### src/design/ccpu_pkg.sv
// Purpose: Constants for the capture/compare/PWM unit
// Assumes: APB slave, 32-bit data, byte registers in low bits
// Notes:   Offsets are byte addresses (index times four)
`default_nettype none
package ccpu_pkg;
    // Register indices and byte addresses
    localparam logic [7:0]  IDX_MODE_CTRL  = 8'h17;
    localparam logic [7:0]  IDX_CC_LOW     = 8'h15;
    localparam logic [7:0]  IDX_CC_HIGH    = 8'h16;
    localparam logic [7:0]  IDX_FLAGS      = 8'h0c;
    localparam logic [7:0]  IDX_TIMER_LOW  = 8'h0e;
    localparam logic [7:0]  IDX_TIMER_HIGH = 8'h0f;
    localparam logic [7:0]  IDX_CTRL_AUX   = 8'h18;
    localparam logic [11:0] ADDR_MODE_CTRL  = {2'h0, IDX_MODE_CTRL, 2'h0};
    localparam logic [11:0] ADDR_CC_LOW     = {2'h0, IDX_CC_LOW, 2'h0};
    localparam logic [11:0] ADDR_CC_HIGH    = {2'h0, IDX_CC_HIGH, 2'h0};
    localparam logic [11:0] ADDR_FLAGS      = {2'h0, IDX_FLAGS, 2'h0};
    localparam logic [11:0] ADDR_TIMER_LOW  = {2'h0, IDX_TIMER_LOW, 2'h0};
    localparam logic [11:0] ADDR_TIMER_HIGH = {2'h0, IDX_TIMER_HIGH, 2'h0};
    localparam logic [11:0] ADDR_CTRL_AUX   = {2'h0, IDX_CTRL_AUX, 2'h0};
    // Field positions
    localparam int DUTY_LSB_POS   = 4;
    localparam int EVENT_FLAG_POS = 2;
    localparam int TOVF_FLAG_POS  = 0;
    localparam int AUX_TIMER_ON   = 0;
    localparam int AUX_ADC_EN     = 1;
    localparam int AUX_PIN_OUTPUT = 2;
    localparam int AUX_PORT_DATA  = 3;
    // Reset values, masks and prescaler match values
    localparam logic [7:0] MODE_CTRL_RESET = 8'h00;
    localparam logic [7:0] MODE_CTRL_MASK  = 8'h3f;
    localparam logic [3:0] PRESC_FOURTH    = 4'h3;
    localparam logic [3:0] PRESC_SIXTEENTH = 4'hf;
    // Mode field encodings
    localparam logic [3:0] MODE_OFF       = 4'h0;
    localparam logic [3:0] MODE_CAP_FALL  = 4'h4;
    localparam logic [3:0] MODE_CAP_RISE  = 4'h5;
    localparam logic [3:0] MODE_CAP_RISE4 = 4'h6;
    localparam logic [3:0] MODE_CAP_RISE16= 4'h7;
    localparam logic [3:0] MODE_CMP_SET   = 4'h8;
    localparam logic [3:0] MODE_CMP_CLR   = 4'h9;
    localparam logic [3:0] MODE_CMP_SOFT  = 4'ha;
    localparam logic [3:0] MODE_CMP_SPEC  = 4'hb;
endpackage
`default_nettype wire

### src/design/ccpu_top.sv
// Purpose: Capture/compare/PWM unit with its own timer, APB registers
// Assumes: Pin input synchronous to pclk; single clock domain
// Notes:   PWM period generation is not part of this unit
// Notes on behaviour
// Word from two bytes; all read/write
// Sixteen-bit timer bases capture and compare
// Mode zero turns unit off, resets
// Modes four to seven pick capture edge
// Mode 1000 drives output high, flag
// Mode 1001 drives output low, flag
// Mode 1010 sets flag only
// Mode 1011 resets timer, starts conversion
// Modes 11xx are PWM with duty bits
// Capture event chosen by bits three-zero
// Capture copies whole timer into bytes
// Capture sets event flag
// Software clears flag; hardware holds it
// New capture overwrites without overrun
// Software makes pin an input
// Port write on output pin captures
// Prescaler cleared unless in capture mode
// Special trigger never sets overflow flag
// Timer must run synchronised for capture
// Pin synchronised; capture same cycle
// New mode acts next clock
`default_nettype none
module ccpu_top
    import ccpu_pkg::*;
(
    // Clock and reset
    input  wire logic        pclk,
    input  wire logic        presetn,
    // APB slave
    input  wire logic        psel,
    input  wire logic        penable,
    input  wire logic        pwrite,
    input  wire logic [11:0] paddr,
    input  wire logic [31:0] pwdata,
    output logic      [31:0] prdata,
    output logic             pready,
    output logic             pslverr,
    // Pin and system
    input  wire logic        unit_pin_in,
    input  wire logic        pwm_duty_match,
    output logic             unit_pin_out,
    output logic             unit_pin_oe_n,
    output logic             adc_start,
    output logic [9:0]       pwm_duty
);
    import ccpu_pkg::*;

    typedef struct packed {
        logic [7:0]  mode_ctrl;
        logic [7:0]  cc_low;
        logic [7:0]  cc_high;
        logic [15:0] timer;
        logic        event_flag;
        logic        tovf_flag;
        logic [3:0]  aux;
        logic [3:0]  presc;
        logic        sync1;
        logic        sync2;
        logic        pin_prev;
        logic        cmp_out;
        logic        pin_out;
        logic        adc_start;
        logic [31:0] prdata;
        logic        pready;
        logic        pslverr;
    } ccpu_state_t;

    ccpu_state_t s_r;
    ccpu_state_t s_nxt;

    logic [3:0] mode;
    logic       capture_mode;
    logic       pin_level;
    logic       rise;
    logic       fall;
    logic       cap_event;
    logic       match;
    logic       wr;
    logic       rd;
    logic       addr_ok;

    // Decode of mode and pin edges; pin level muxed when driven by port
    always_comb begin
        // Event type from bits three to zero
        mode         = s_r.mode_ctrl[3:0];
        capture_mode = (mode[3:2] == 2'b01);
        // Port write edge
        pin_level = s_r.aux[AUX_PIN_OUTPUT] ? s_r.aux[AUX_PORT_DATA]
                                            : s_r.sync2;
        rise      = pin_level & ~s_r.pin_prev;
        fall      = ~pin_level & s_r.pin_prev;
        match     = ({s_r.cc_high, s_r.cc_low} == s_r.timer);
        // Writes land at the edge where the master sees pready high
        wr = psel & penable & s_r.pready & pwrite;
        rd = psel & penable & ~s_r.pready & ~pwrite;
        addr_ok = (paddr == ADDR_MODE_CTRL) || (paddr == ADDR_CC_LOW) ||
                  (paddr == ADDR_CC_HIGH) || (paddr == ADDR_FLAGS) ||
                  (paddr == ADDR_TIMER_LOW) ||
                  (paddr == ADDR_TIMER_HIGH) || (paddr == ADDR_CTRL_AUX);
    end

    // Capture event select
    always_comb begin
        unique case (mode)
            MODE_CAP_FALL:   cap_event = fall;
            MODE_CAP_RISE:   cap_event = rise;
            MODE_CAP_RISE4:
                cap_event = rise && (s_r.presc[1:0] == PRESC_FOURTH[1:0]);
            MODE_CAP_RISE16: cap_event = rise && (s_r.presc == PRESC_SIXTEENTH);
            default:         cap_event = 1'b0;
        endcase
    end

    // Next-state logic: timer step before bus writes, capture and compare after so their set wins
    always_comb begin
        s_nxt = s_r;
        // Two-stage pin synchroniser
        s_nxt.sync1     = unit_pin_in;
        s_nxt.sync2     = s_r.sync1;
        s_nxt.pin_prev  = pin_level;
        s_nxt.adc_start = 1'b0;
        // Timer base runs when enabled
        if (s_r.aux[AUX_TIMER_ON]) begin
            s_nxt.timer = s_r.timer + 16'h0001;
            if (s_r.timer == 16'hffff) begin
                s_nxt.tovf_flag = 1'b1;
            end
        end
        // Prescale counter only counts in capture mode
        if (capture_mode) begin
            if (rise) begin
                s_nxt.presc = s_r.presc + 4'h1;
            end
        end else begin
            s_nxt.presc = 4'h0;
        end
        // APB access phase completes in one wait cycle
        s_nxt.pready  = psel & penable & ~s_r.pready;
        s_nxt.pslverr = psel & penable & ~s_r.pready & ~addr_ok;
        s_nxt.prdata  = 32'h0000_0000;
        if (rd) begin
            unique case (paddr)
                // Bytes and control readable
                ADDR_MODE_CTRL:  s_nxt.prdata[7:0] = s_r.mode_ctrl;
                ADDR_CC_LOW:     s_nxt.prdata[7:0] = s_r.cc_low;
                ADDR_CC_HIGH:    s_nxt.prdata[7:0] = s_r.cc_high;
                ADDR_FLAGS: begin
                    s_nxt.prdata[EVENT_FLAG_POS] = s_r.event_flag;
                    s_nxt.prdata[TOVF_FLAG_POS]  = s_r.tovf_flag;
                end
                ADDR_TIMER_LOW:  s_nxt.prdata[7:0] = s_r.timer[7:0];
                ADDR_TIMER_HIGH: s_nxt.prdata[7:0] = s_r.timer[15:8];
                ADDR_CTRL_AUX:   s_nxt.prdata[3:0] = s_r.aux;
                default:         s_nxt.prdata = 32'h0000_0000;
            endcase
        end
        if (wr) begin
            unique case (paddr)
                // Mode write acts next clock
                ADDR_MODE_CTRL:
                    s_nxt.mode_ctrl = pwdata[7:0] & MODE_CTRL_MASK;
                // Bytes writable
                ADDR_CC_LOW:     s_nxt.cc_low = pwdata[7:0];
                ADDR_CC_HIGH:    s_nxt.cc_high = pwdata[7:0];
                // Software clears flags
                ADDR_FLAGS: begin
                    s_nxt.event_flag = pwdata[EVENT_FLAG_POS];
                    s_nxt.tovf_flag  = pwdata[TOVF_FLAG_POS];
                end
                ADDR_TIMER_LOW:  s_nxt.timer[7:0] = pwdata[7:0];
                ADDR_TIMER_HIGH: s_nxt.timer[15:8] = pwdata[7:0];
                ADDR_CTRL_AUX:   s_nxt.aux = pwdata[3:0];
                default:         s_nxt.aux = s_nxt.aux;
            endcase
        end
        // Capture copies timer; overwrite silently
        if (cap_event) begin
            s_nxt.cc_low  = s_r.timer[7:0];
            s_nxt.cc_high = s_r.timer[15:8];
            // Flag on capture
            s_nxt.event_flag = 1'b1;
        end
        // Compare actions; timer write has precedence over the trigger
        if (match && (mode[3:2] == 2'b10)) begin
            s_nxt.event_flag = 1'b1;
            unique case (mode)
                // Output high
                MODE_CMP_SET: s_nxt.cmp_out = 1'b1;
                // Output low
                MODE_CMP_CLR: s_nxt.cmp_out = 1'b0;
                // Flag only
                MODE_CMP_SOFT: s_nxt.cmp_out = s_r.cmp_out;
                // Timer reset and conversion; no overflow flag
                MODE_CMP_SPEC: begin
                    if (!(wr && (paddr == ADDR_TIMER_LOW ||
                                 paddr == ADDR_TIMER_HIGH))) begin
                        s_nxt.timer = 16'h0000;
                        s_nxt.tovf_flag = (wr && paddr == ADDR_FLAGS) ?
                            pwdata[TOVF_FLAG_POS] : s_r.tovf_flag;
                    end
                    s_nxt.adc_start = s_r.aux[AUX_ADC_EN];
                end
                default: s_nxt.cmp_out = s_r.cmp_out;
            endcase
        end
        // Mode zero clears compare output and prescaler
        if (mode == MODE_OFF) begin
            s_nxt.cmp_out = 1'b0;
            s_nxt.presc   = 4'h0;
        end
        // Pin driver registered so the output leaves a flip-flop
        s_nxt.pin_out = (mode[3:2] == 2'b11) ? pwm_duty_match
                                             : s_nxt.cmp_out;
    end

    // State register
    always_ff @(posedge pclk or negedge presetn) begin
        if (!presetn) begin
            s_r <= '0;
        end else begin
            s_r <= s_nxt;
        end
    end

    // Outputs straight from flip-flops
    always_comb begin
        prdata        = s_r.prdata;
        pready        = s_r.pready;
        pslverr       = s_r.pslverr;
        unit_pin_out  = s_r.pin_out;
        unit_pin_oe_n = ~s_r.aux[AUX_PIN_OUTPUT];
        adc_start     = s_r.adc_start;
        // PWM duty from low byte and two field bits
        pwm_duty = {s_r.cc_low,
                    s_r.mode_ctrl[DUTY_LSB_POS+1:DUTY_LSB_POS]};
    end

    // Checks on the state register; all sampled on pclk, off in reset

    // Capture must set the flag next cycle
    a_capture_flag: assert property (@(posedge pclk) disable iff (!presetn)
        cap_event |=> s_r.event_flag)
        else $error("capture flag missing");

    // Captured word is the timer of the event cycle
    a_capture_copy: assert property (@(posedge pclk) disable iff (!presetn)
        cap_event |=> {s_r.cc_high, s_r.cc_low} == $past(s_r.timer))
        else $error("capture value wrong");

    // Prescaler held at zero outside capture modes
    a_off_presc: assert property (@(posedge pclk) disable iff (!presetn)
        !capture_mode |=> s_r.presc == 4'h0)
        else $error("prescaler not cleared");

    // Set-on-match drives the output high
    a_cmp_set: assert property (@(posedge pclk) disable iff (!presetn)
        (match && mode == MODE_CMP_SET) |=> s_r.cmp_out)
        else $error("compare set failed");

    // Clear-on-match drives the output low
    a_cmp_clr: assert property (@(posedge pclk) disable iff (!presetn)
        (match && mode == MODE_CMP_CLR) |=> !s_r.cmp_out)
        else $error("compare clear failed");

    // Flag-only compare leaves the output alone
    a_cmp_soft: assert property (@(posedge pclk) disable iff (!presetn)
        (match && mode == MODE_CMP_SOFT) |=> $stable(s_r.cmp_out))
        else $error("soft compare touched pin");

    // Special trigger clears timer and may start a conversion
    a_special_evt: assert property (@(posedge pclk) disable iff (!presetn)
        (match && mode == MODE_CMP_SPEC && !wr) |=>
        s_r.timer == 16'h0000 && adc_start == $past(s_r.aux[AUX_ADC_EN]))
        else $error("special trigger failed");

    // Unit off forces the compare latch low
    a_mode_off: assert property (@(posedge pclk) disable iff (!presetn)
        (mode == MODE_OFF) |=> !s_r.cmp_out)
        else $error("off mode left output");

    // Ready is a single-cycle answer
    a_pready_pulse: assert property (@(posedge pclk) disable iff (!presetn)
        s_r.pready |=> !s_r.pready)
        else $error("ready held too long");

    // Unmapped access is answered with an error
    a_unmapped_err: assert property (@(posedge pclk) disable iff (!presetn)
        (psel && penable && !s_r.pready && !addr_ok) |=> s_r.pslverr)
        else $error("unmapped access not flagged");

    // Low byte takes the written data
    a_write_low: assert property (@(posedge pclk) disable iff (!presetn)
        (wr && paddr == ADDR_CC_LOW && !cap_event) |=>
        s_r.cc_low == $past(pwdata[7:0]))
        else $error("low byte write lost");

    // High byte takes the written data
    a_write_high: assert property (@(posedge pclk) disable iff (!presetn)
        (wr && paddr == ADDR_CC_HIGH && !cap_event) |=>
        s_r.cc_high == $past(pwdata[7:0]))
        else $error("high byte write lost");

    // Mode write is in force from the next clock
    a_mode_write: assert property (@(posedge pclk) disable iff (!presetn)
        (wr && paddr == ADDR_MODE_CTRL) |=>
        s_r.mode_ctrl == ($past(pwdata[7:0]) & MODE_CTRL_MASK))
        else $error("mode write late");

    // Running timer steps by one each clock
    a_timer_run: assert property (@(posedge pclk) disable iff (!presetn)
        (s_r.aux[AUX_TIMER_ON] && !wr && !(match && mode == MODE_CMP_SPEC))
        |=> s_r.timer == $past(s_r.timer) + 16'h0001)
        else $error("timer did not count");

    // Flag stays until software writes it
    a_flag_hold: assert property (@(posedge pclk) disable iff (!presetn)
        (s_r.event_flag && !wr) |=> s_r.event_flag)
        else $error("event flag dropped");

    // Hardware set beats a clear in the same cycle
    a_set_wins: assert property (@(posedge pclk) disable iff (!presetn)
        (cap_event && wr && paddr == ADDR_FLAGS) |=> s_r.event_flag)
        else $error("clear beat capture");

    // Capture word is kept between events
    a_keep_word: assert property (@(posedge pclk) disable iff (!presetn)
        (capture_mode && !cap_event && !wr) |=>
        $stable({s_r.cc_high, s_r.cc_low}))
        else $error("capture word changed");

    // Special trigger never raises the overflow flag
    a_trig_no_ovf: assert property (@(posedge pclk) disable iff (!presetn)
        (match && mode == MODE_CMP_SPEC && !wr) |=> !$rose(s_r.tovf_flag))
        else $error("trigger set overflow");

    // No conversion start while the converter is disabled
    a_adc_gate: assert property (@(posedge pclk) disable iff (!presetn)
        !s_r.aux[AUX_ADC_EN] |=> !adc_start)
        else $error("conversion while disabled");

    // Timer write beats the trigger reset
    a_timer_wins: assert property (@(posedge pclk) disable iff (!presetn)
        (wr && paddr == ADDR_TIMER_LOW && match && mode == MODE_CMP_SPEC)
        |=> s_r.timer[7:0] == $past(pwdata[7:0]))
        else $error("trigger beat timer write");

    // PWM level reaches the pin one clock later
    a_pwm_pin: assert property (@(posedge pclk) disable iff (!presetn)
        (mode[3:2] == 2'b11) |=> unit_pin_out == $past(pwm_duty_match))
        else $error("pwm level not passed");

    // Pin level passes two synchroniser stages
    a_sync_delay: assert property (@(posedge pclk) disable iff (!presetn)
        s_r.sync2 == $past(unit_pin_in, 2))
        else $error("synchroniser delay wrong");
endmodule
`default_nettype wire

### config.mk
export PLATFORM = sky130hd
export DESIGN_NAME = ccpu_top
export DESIGN_NICKNAME = d
export VERILOG_FILES = /design/src/design/ccpu_pkg.sv /design/src/design/ccpu_top.sv
export SDC_FILE = /design/constraint.sdc
export NUM_CORES = 1
export LEC_CHECK = 0
export ABC_CLOCK_PERIOD_IN_PS = 3800
export BUFFER_PORTS_ARGS = -buffer_cell sky130_fd_sc_hd__buf_4
export CORE_ASPECT_RATIO = 0.9
export CORE_MARGIN = 3
export CORE_UTILIZATION = 55
export CTS_CLUSTER_SIZE = 24
export DETAILED_ROUTE_END_ITERATION = 10
export PLACE_DENSITY = 0.91
export SYNTH_ARGS = -nofsm -noshare
export SYNTH_HDL_FRONTEND = slang
export SYNTH_SLANG_ARGS = --single-unit
### constraint.sdc
create_clock -name pclk -period 3.8 [get_ports pclk]
set_clock_uncertainty 0.2 [all_clocks]
set_input_delay 0.38 -clock pclk [delete_from_list [all_inputs] [get_ports pclk]]
set_output_delay 0.38 -clock pclk [all_outputs]
set_load 0.005 [all_outputs]
==> results of run 1 <==
==> area by class of cell <==
type	instances	area, um2
Clock buffer	11	151
Clock inverter	4	20.0
Fill cell	544	2670
Inverter	6	22.5
Multi-Input combinational cell	297	2200
Sequential cell	64	1600
Tap cell	93	116
Timing Repair Buffer	53	403
==> synthesized netlist by cell type, drive strengths merged (3+ instances only) <==
library cell   n  area (um2)
and4           3        26.3
nor4           6        65.1
nand2b         3        18.8
a222oi         4        40.0
and3           6        37.5
a211oi         9        67.6
xnor2         15         131
clkbuf         3        11.3
dfrtp         64        1600
xor2          20         175
mux2i         20         200
nand4          8        50.1
o21ai          5        25.0
nand3         11        60.1
nor2          42         170
a21oi          8        43.8
nor2b          5        31.3
inv            6        22.5
mux2          46         518
nor3           7        51.3
buf           54         405
nand2         24        92.6
or3b           3        26.3
==> critical path: stages, from the launching register on <==
cell and delay, ns:
dfrtp_1 0.51, xor2_1 0.22, nor4_2 0.43, nand3_2 0.21
a2111oi_4 0.92, nor2_1 0.17
==> metrics by stage <==
stage	hold slack [ns]	util, %	cell area [um2]	setup slack (ns)	power, W
floorplan	-0.116	-	4240	1.62	0.000964
global placement	0.135	60.2	4320	1.18	0.00100
detailed placement	0.137	60.2	4320	1.08	0.00102
CTS	0.115	62.8	4510	1.07	0.00154
global route	0.124	62.8	4510	0.871	0.00161
finish	0.124	62.8	4510	0.966	0.00154
==> layer usage <==
layer  wire, um  global-route usage (%)  up-vias
met5          0                       0        -
met2       4570                    38.2      220
met1       3940                    30.4     1535
met4        272                    11.1        0
met3       1140                    7.49       30
li1           -                       -     1417
==> registers in the layout, summed over array words and instances (netlist names) <==
name and cells:
s_r 37, pwm_duty 10, prdata 8, mode 4, adc_start 1, pready 1
pslverr 1, s_nxt 1, unit_pin_out 1
==> how the worst max path moves through the flow <==
stage / startpoint / to / cells past startpoint
after floorplan: paddr[1] / s_r[45] / 5
after global placement: s_r[53] / s_r[54] / 5
after detailed placement: s_r[53] / s_r[56] / 5
after CTS: s_r[53] / s_r[56] / 5
after global routing: s_r[53] / s_r[56] / 5
final: s_r[53] / s_r[56] / 5
==> power breakdown <==
part,internal (W),switching (W)
registers,0.000713,0.0000754
clock network,0.000264,0.000263
logic,0.000101,0.000127
==> logic make-up after synthesis <==
kind of cell | synth area share [%]
flops | 38.6
buf+inv | 10.6
other cells | 0.0903
simple gates | 17.7
compound gates | 7.83
fa+ha+maj | 0.602
xor+xnor | 7.38
mux | 17.3
==> impl_results.md, run 1 <==
- R2r setup slk: between 0.9 and 1 ns
- Commonest non-fill, non-tap cell in the layout: dfrtp_1
- Area delta synth->final: 8.67%
- Max cap viols: 0
- Sum Neg Setup Slack: 0 ns
- Unrepaired setup endpoints after global routing: no
- Hold/Removal Path Class: in -> reg
- PwrDens: ~340 nW/um2
- Slew Limit Headroom: 25.6%
- Fmax: roughly 0.35 GHz
- Final Hold Fails: 0
- CTS tree: yes
- Detail Route Antenna Nets: 0
- Critical path fanouts, max: 16
- Die height: approximately 88 um
- First-pass GRT wire length: between 15 and 20 mm
- Inserted Clock Buffers: 9
- Maximum clock path buffer count: 2
- Post-DP HPWL: around 7 mm
- FF-to-FF path depth: 5
- Hold Path Origin: pwdata[7]
- Syn Std Cell Area: around 4200 um2
- Data required time of the worst path: about 3.8 ns
- PortBufs: 49
- Leakage: around 2.1 nW
- Tcrit/Tclk final: 74.6%
- Post-layout min period: around 2.8 ns
- Hold path depth: 3
- Outcome: complete, no violations
- WL final: just under 10 mm
- Drt pass-1 iters: 6
- Clock Tree Root: clkbuf_8
- Post-synth EDFFs: 0
- Tot GR Track Use: about a quarter
- Post-CTS sizing: 0
- Initial Util: ~58%
- Via count: 3,202
- Initial DRC Count: roughly 340
- Initial antenna violation count: 0
- Skew-Pair Late Insertion Delay: approximately 0.35 ns
- Vias in the first global route: 3,134
- Synth Flop Type: dfrtp_1
- Nets: 484
- Critical Path Source Type: flop
- R2r startpoint: s_r[53]
- Final setup viols: 0
- Num rows: 29
- Clock sink total: between 60 and 70
- Async set-or-reset flop fraction in the synthesized netlist: between 90% and 100%
- R2r endpoint: s_r[56]
- Slew @ Worst Pin: around 1.1 ns
- I/O pins: between 90 and 100
- Most frequent cells in the layout: dfrtp_1 (64), buf_4 (51), mux2_2 (42)
- Die ar.: 8630 um2
- Postcts setup bufs: 0
- Kind of critical path: reg -> reg
- Mean Syn Cell Area: a little over 10 um2
- Post-route insts no fill: 528
- Final GP Congestion: ~0.94
- Chip Width: roughly 98 um
- CTS H-Tree Depth: 3
- Pin count of the biggest net entering global routing: between 60 and 70
- N_diodes: 0
- Synth warn: 0
- DR vias/cell: 6.06
- Synth cell types: 61
- Post-synthesis cell count: around 400
- Congestion Overflow GR: 0
- Crit end category: flop
- Yosys reg bits: 64
- Inst Count DP: between 500 and 600
- Avg WL per Cell: around 19 um
- Slew Viols, Final: 0
- Core Area: approximately 7000 um2
- Worst VDD drop: about 170 uV
- Drt drc: 0
- Share of cells above drive strength 1: 29.2%
- Hold path endpoint: s_r[57]
- Sequential share of the synthesized area: 38.6%
- WP data arrival: around 2.8 ns
- CTS clk-pin slew, worst paths: approximately 0.070 ns
- Cts hold-fix bufs: 2
No activity file was read; power rests on OpenSTA's default activity.
==> run 2, diff against run 1 <==
--- a/config.mk
+++ b/config.mk
@@ -5,14 +5,14 @@
 export SDC_FILE = /design/constraint.sdc
 export NUM_CORES = 1
 export LEC_CHECK = 0
-export ABC_CLOCK_PERIOD_IN_PS = 3800
+export ABC_CLOCK_PERIOD_IN_PS = 2400
 export BUFFER_PORTS_ARGS = -buffer_cell sky130_fd_sc_hd__buf_4
 export CORE_ASPECT_RATIO = 0.9
 export CORE_MARGIN = 3
-export CORE_UTILIZATION = 55
+export CORE_UTILIZATION = 49
 export CTS_CLUSTER_SIZE = 24
 export DETAILED_ROUTE_END_ITERATION = 10
-export PLACE_DENSITY = 0.91
+export PLACE_DENSITY = 0.87
 export SYNTH_ARGS = -nofsm -noshare
 export SYNTH_HDL_FRONTEND = slang
 export SYNTH_SLANG_ARGS = --single-unit
==> constraint.sdc (replaced) <==
create_clock -name pclk -period 2.4 [get_ports pclk]
set_clock_uncertainty 0.2 [all_clocks]
set_input_delay 0.24 -clock pclk [delete_from_list [all_inputs] [get_ports pclk]]
set_output_delay 0.24 -clock pclk [all_outputs]
set_load 0.005 [all_outputs]
==> run 2 against run 1 <==
Combinational power rose by 95%. Utilization fell by 3.9 points. Die area rose by 11%. Via count rose by 3.5%. Count of clock-buffer cells in the layout fell by 1. Sequential cell count did not move. Setup slack got worse by 0.90 ns. Cell count rose by 6.8%.
==> impl_results.md, run 2 (synthesis gave the netlist of run 1 again) <==
- Initial antenna violation count: 0 (unchanged)
- Final Hold Fails: 0 (unchanged)
- Drt drc: 0 (unchanged)
- Inst Count DP: 538 (+5.3%)
- Slew Limit Headroom: 45.0% (+19 points)
- Placed inst area: 4490 um2 (+3.8%)
- Pre-CTS WS: 0.141 ns (-0.943 ns)
- Final GP Congestion: 0.938 (-0.35%)
- Initial Util: 51.0% (-6.8 points)
- Max cap viols: 0 (unchanged)
- Finished Cell Area: 4800 um2 (+6.3%)
- WL final: 10.5 mm (+5.5%)
- Fmax: 0.428 GHz (+21%)
- Vias in the first global route: 3,357 (+7.1%)
- Most frequent cells in the layout: buf_4 (72), dfrtp_1 (64), mux2_2 (42)
- Hold/Removal Path Class: in -> reg
- Via count: 3,313 (+3.5%)
- DR vias/cell: 5.87 (-3.1%)
- PortBufs: 49 (unchanged)
- Congestion Overflow GR: 0 (unchanged)
- Leakage: 2.28 nW (+6.8%)
- Post-route insts no fill: 564 (+6.8%)
- Reg with most FFs: s_r
- Tcrit/Tclk final: 97.3% (+23 points)
- Data required time of the worst path: 2.43 ns (-1.35 ns)
- Share of cells above drive strength 1: 32.3% (+3.1 points)
- Maximum clock path buffer count: 2 (unchanged)
- Largest register FFs: 37 (unchanged)
- Commonest non-fill, non-tap cell in the layout: buf_4
- Critical Path Source Type: flop
- Slew @ Worst Pin: 0.825 ns (-0.290 ns)
- Die ar.: 9620 um2 (+11%)
- Drt pass-1 iters: 5 (-1)
- WP data arrival: 2.36 ns (-0.45 ns)
- Area delta synth->final: 15.6%
- CTS tree: yes
- Unrepaired setup endpoints after global routing: no
- Die height: 93.4 um (+5.5%)
- Num rows: 31 (+6.9%)
- Inserted Clock Buffers: 9 (unchanged)
- Slew Viols, Final: 0 (unchanged)
- Critical path fanouts, max: 16 (unchanged)
- Skew-Pair Late Insertion Delay: 0.36 ns (about the same)
- CTS H-Tree Depth: 3 (unchanged)
- Tot GR Track Use: 23.0% (-1.0 points)
- Chip Width: 103 um (+5.6%)
- Clock sink total: 64 (unchanged)
- Setup ws final: 0.0654 ns (-0.901 ns)
- First-pass GRT wire length: 16.9 mm (+4.4%)
- Kind of critical path: reg -> reg
- Outcome: complete, no violations
- Sum Neg Setup Slack: 0 ns (unchanged)
- Avg WL per Cell: 18.6 um (-1.2%)
- Initial DRC Count: 339 (-0.88%)
- Detail Route Antenna Nets: 0 (unchanged)
- PwrDens: 547 nW/um2 (+60%)
- N_diodes: 0 (unchanged)
- Core Area: 8150 um2 (+13%)
- Final setup viols: 0 (unchanged)
- Pin count of the biggest net entering global routing: 65 (unchanged)
- Post-layout min period: 2.33 ns (-0.499 ns)
- Postcts setup bufs: 0 (unchanged)
- CTS clk-pin slew, worst paths: 0.08 ns (about the same)
- Post-DP HPWL: 7.40 mm (+5.6%)
- Worst VDD drop: 240 uV (+40%)
- Crit end category: flop
- Nets: 513 (+6.0%)
- Clock Tree Root: clkbuf_8
- I/O pins: 98 (unchanged)
## run 2: cell count changes in the layout (fill, tap and decap cells not counted)
cell / before / now
dlygate4sd3_1: 2 / 10
clkbuf_8: 11 / 10
clkinv_2: 4 / 1
inv_6: 0 / 1
o41ai_2: 0 / 1
buf_4: 51 / 72
o41ai_1: 1 / 0
bufinv_16: 0 / 1
clkinvlp_4: 0 / 2
clkinv_4: 0 / 1
## run 2: final timing paths
kind                                 from           to  slack, ns  cells after the start
max in group asynchronous         presetn    s_nxt[38]       1.15                      2
min in group asynchronous         presetn  pwm_duty[2]       0.32                      2
worst max register to register    s_r[51]      s_r[63]       0.07                      6
worst max-delay path              s_r[51]      s_r[63]       0.07                      6
worst min register to register  s_nxt[38]      s_r[38]       0.17                      0
worst min-delay path            pwdata[0]      mode[0]      0.004                      2
## run 2: what timing repair did
action,CTS,global route
gates resized for setup,0,1
endpoints found under the setup margin,0,2
hold buffers,10,0
endpoints found under the hold margin,79,0
## run 2: report_power, final
group          internal, W  switching [W]  leakage (nW)  total [W]
registers          0.00113      0.0000766         0.858    0.00121
clock network     0.000511       0.000466        0.0989   0.000977
logic             0.000198       0.000246          1.32   0.000444
total              0.00184       0.000788          2.28    0.00263
## run 2: critical path: stages, from the launching register on
cell,delay (ns)
dfrtp_1,0.46
xor2_1,0.22
nor3_1,0.38
nand3_2,0.25
a2111oi_4,0.34
buf_4,0.29
a211oi_1,0.07
## run 2: stage by stage
step / utilization, % / hold WS [ns] / total power [W]
after detailed placement: 55.1 / 0.154 / 0.00164
after floorplan: - / -0.256 / 0.00153
after CTS: 58.8 / 0.00337 / 0.00263
final: 58.9 / 0.00364 / 0.00263
after global routing: 58.9 / 0.0175 / 0.00273
after global placement: 55.1 / 0.135 / 0.00162
## run 2: cell type report
type | count | area [um2]
well taps | 99 | 124
inverters | 6 | 22.5
clock inverters | 6 | 67.6
multi-input cells | 297 | 2210
clock buffers | 10 | 138
repair buffers | 82 | 641
flip-flops and latches | 64 | 1600
fillers | 645 | 3340
## run 2: per-layer routing
metal / up-vias / track usage [%] / share of wire (%)
li1: 1482 / - / -
met1: 1607 / 29.3 / 40
met2: 194 / 36.4 / 47
met3: 30 / 7.16 / 10
met4: 0 / 8.85 / 2.6
met5: - / 0 / 0
==> run 3, diff against run 2 <==
--- a/config.mk
+++ b/config.mk
@@ -7,12 +7,15 @@
 export LEC_CHECK = 0
 export ABC_CLOCK_PERIOD_IN_PS = 2400
 export BUFFER_PORTS_ARGS = -buffer_cell sky130_fd_sc_hd__buf_4
+export CELL_PAD_IN_SITES_DETAIL_PLACEMENT = 1
+export CELL_PAD_IN_SITES_GLOBAL_PLACEMENT = 1
 export CORE_ASPECT_RATIO = 0.9
 export CORE_MARGIN = 3
-export CORE_UTILIZATION = 49
+export CORE_UTILIZATION = 38
 export CTS_CLUSTER_SIZE = 24
 export DETAILED_ROUTE_END_ITERATION = 10
-export PLACE_DENSITY = 0.87
+export GPL_TIMING_DRIVEN = 0
+export PLACE_DENSITY_LB_ADDON = 0.15
 export SYNTH_ARGS = -nofsm -noshare
 export SYNTH_HDL_FRONTEND = slang
 export SYNTH_SLANG_ARGS = --single-unit
==> run 3 against run 2 <==
Clock power grew 44%. Sequential cell count is the same. Setup slack gained 0.051 ns. Combinational power grew 16%. Power grew 19%. Global-route usage shrank 2.3 points. Count of clock-buffer cells in the layout grew 3. Design area grew 7.9%. First-iteration DRC count shrank 50%. Non-clock buffer count grew 31. Largest cell class unchanged. Highest routed layer unchanged.
==> impl_results.md, run 3 (synthesis gave the netlist of run 1 again) <==
- Outcome: complete, no violations
- Initial antenna violation count: 0 (unchanged)
- Reg with most FFs: s_r
- Hold/Removal Path Class: in -> reg
- R2r endpoint: s_r[65]
- N_diodes: 0 (unchanged)
- Multi-input combinational cell area: 2230 um2 (+1.1%)
- Crit end category: flop
- Pin count of the biggest net entering global routing: 65 (unchanged)
- Hold path endpoint: s_r[45]
- WP data arrival: 2.32 ns (-0.04 ns)
- First-pass GRT wire length: 19.4 mm (+15%)
- Chip Width: 116 um (+13%)
- Core Area: 10,500 um2 (+28%)
- Tcrit/Tclk final: 95.1% (-2.1 points)
- PwrDens: 602 nW/um2 (+10%)
- Inserted Clock Buffers: 9 (unchanged)
- Slew Limit Headroom: 44.0% (-0.94 points)
- Via count: 3,369 (+1.7%)
- FF-to-FF path depth: 6 (unchanged)
- Slew Viols, Final: 0 (unchanged)
- Data required time of the worst path: 2.43 ns (about the same)
- Setup ws final: 0.117 ns (+0.0513 ns)
- Final Power: 0.00312 W (+19%)
- Critical path fanouts, max: 7 (-9)
- Pre-CTS WS: -0.163 ns (-0.305 ns)
- Final GP Congestion: 0.863 (-7.9%)
- CTS tree: yes
- FILL cells: 1,174 (+82%)
- Inst Count DP: 602 (+12%)
- PortBufs: 49 (unchanged)
- Critical Path Source Type: flop
- Max cap viols: 0 (unchanged)
- CTS H-Tree Depth: 3 (unchanged)
- Hold path depth: 2 (unchanged)
- Slew @ Worst Pin: 0.840 ns (+0.0141 ns)
- Area delta synth->final: 24.8%
- Post-Route Utilization: 49.5% (-9.4 points)
- CTS clk-pin slew, worst paths: 0.06 ns (-0.02 ns)
- Num rows: 35 (+13%)
- Drt drc: 0 (unchanged)
- Kind of critical path: reg -> reg
- I/O pins: 98 (unchanged)
- Die ar.: 12,200 um2 (+27%)
- Worst VDD drop: 281 uV (+17%)
- WL final: 12.1 mm (+16%)
- Post-DP HPWL: 8.60 mm (+16%)
- Register Area: 1600 um2 (unchanged)
- Hold Path Origin: pwdata[1]
- Nets: 544 (+6.0%)
- Final setup viols: 0 (unchanged)
- Final Hold Fails: 0 (unchanged)
- Post-route insts no fill: 625 (+11%)
- Die height: 105 um (+13%)
- Largest register FFs: 37 (unchanged)
- Fmax: 0.438 GHz (+2.2%)
- Detail Route Antenna Nets: 0 (unchanged)
- Vias in the first global route: 3,622 (+7.9%)
- Skew-Pair Late Insertion Delay: 0.33 ns (-0.03 ns)
- Sum Neg Setup Slack: 0 ns (unchanged)
- Leakage: 2.50 nW (+10%)
- Commonest non-fill, non-tap cell in the layout: buf_4
- Initial DRC Count: 169 (-50%)
- Maximum clock path buffer count: 2 (unchanged)
- Most frequent cells in the layout: buf_4 (97), dfrtp_1 (64), mux2_2 (42)
- DR vias/cell: 5.39 (-8.2%)
- R2r startpoint: s_r[44]
- Post-layout min period: 2.28 ns (-0.0513 ns)
- Clock sink total: 64 (unchanged)
- Share of cells above drive strength 1: 37.1% (+4.8 points)
- Clock Tree Root: clkbuf_16
- Initial Util: 39.7% (-11 points)
- Congestion Overflow GR: 0 (unchanged)
- Tot GR Track Use: 20.7% (-2.3 points)
- Drt pass-1 iters: 5 (unchanged)
- R2r setup slk: 0.12 ns (+0.05 ns)
- Avg WL per Cell: 19.4 um (+4.6%)
run 3: cell type report:
type / instances / share of cell area (%)
Clock inverter: 3 / 1.26
Timing Repair Buffer: 57 / 8.45
Clock buffer: 13 / 4.83
Multi-Input combinational cell: 297 / 43.0
Tap cell: 129 / 3.11
Sequential cell: 64 / 30.9
Inverter: 6 / 0.435
Buffer: 56 / 7.97
run 3: per-layer routing:
layer | track usage, % | wire, um | up-vias
li1 | - | - | 1544
met1 | 28.5 | 5460 | 1727
met2 | 33.9 | 5930 | 88
met3 | 4.11 | 621 | 10
met4 | 3.98 | 120 | 0
met5 | 0 | 0 | -
run 3: where the power goes:
group | switching, W | total (W) | leakage [nW] | internal, W
sequential | 0.0000596 | 0.00119 | 0.858 | 0.00113
combinational | 0.000288 | 0.000516 | 1.49 | 0.000228
clock | 0.000477 | 0.00141 | 0.154 | 0.000937
run 3: worst max-delay path: stages (launching register included):
cell	delay, ns
dfrtp_1	0.32
clkbuf_1	0.33
nand4_1	0.37
nor3_1	0.44
nand2_1	0.12
xor2_1	0.16
a211oi_1	0.24
run 3: metrics by stage:
step / area [um2] / hold WS (ns)
3_5_place_dp: 4770 / 0.157
6_report: 5180 / 0.0131
3_3_place_gp: 4770 / 0.136
5_1_grt: 5180 / 0.0190
2_1_floorplan: 4240 / -0.256
4_1_cts: 5160 / 0.00173
run 3: what timing repair did:
item | CTS | global route
gates resized for setup | 1 | 4
buffers inserted | 4 | 0
pin swaps | 2 | 1
hold buffers | 4 | 0
endpoints found under the setup margin | 19 | 17
hold endpoints to repair | 67 | 0
run 3: how the worst max path moves through the flow:
| stage | to | slack [ns] | from |
|---|---|---|---|
| 2_1_floorplan | s_r[63] | 0.29 | s_r[52] |
| 3_3_place_gp | pwm_duty[6] | -0.13 | s_r[46] |
| 3_5_place_dp | s_r[64] | -0.16 | s_r[60] |
| 4_1_cts | s_r[64] | 0.1 | s_r[60] |
| 5_1_grt | s_r[65] | -0.09 | s_r[44] |
| 6_report | s_r[65] | 0.12 | s_r[44] |
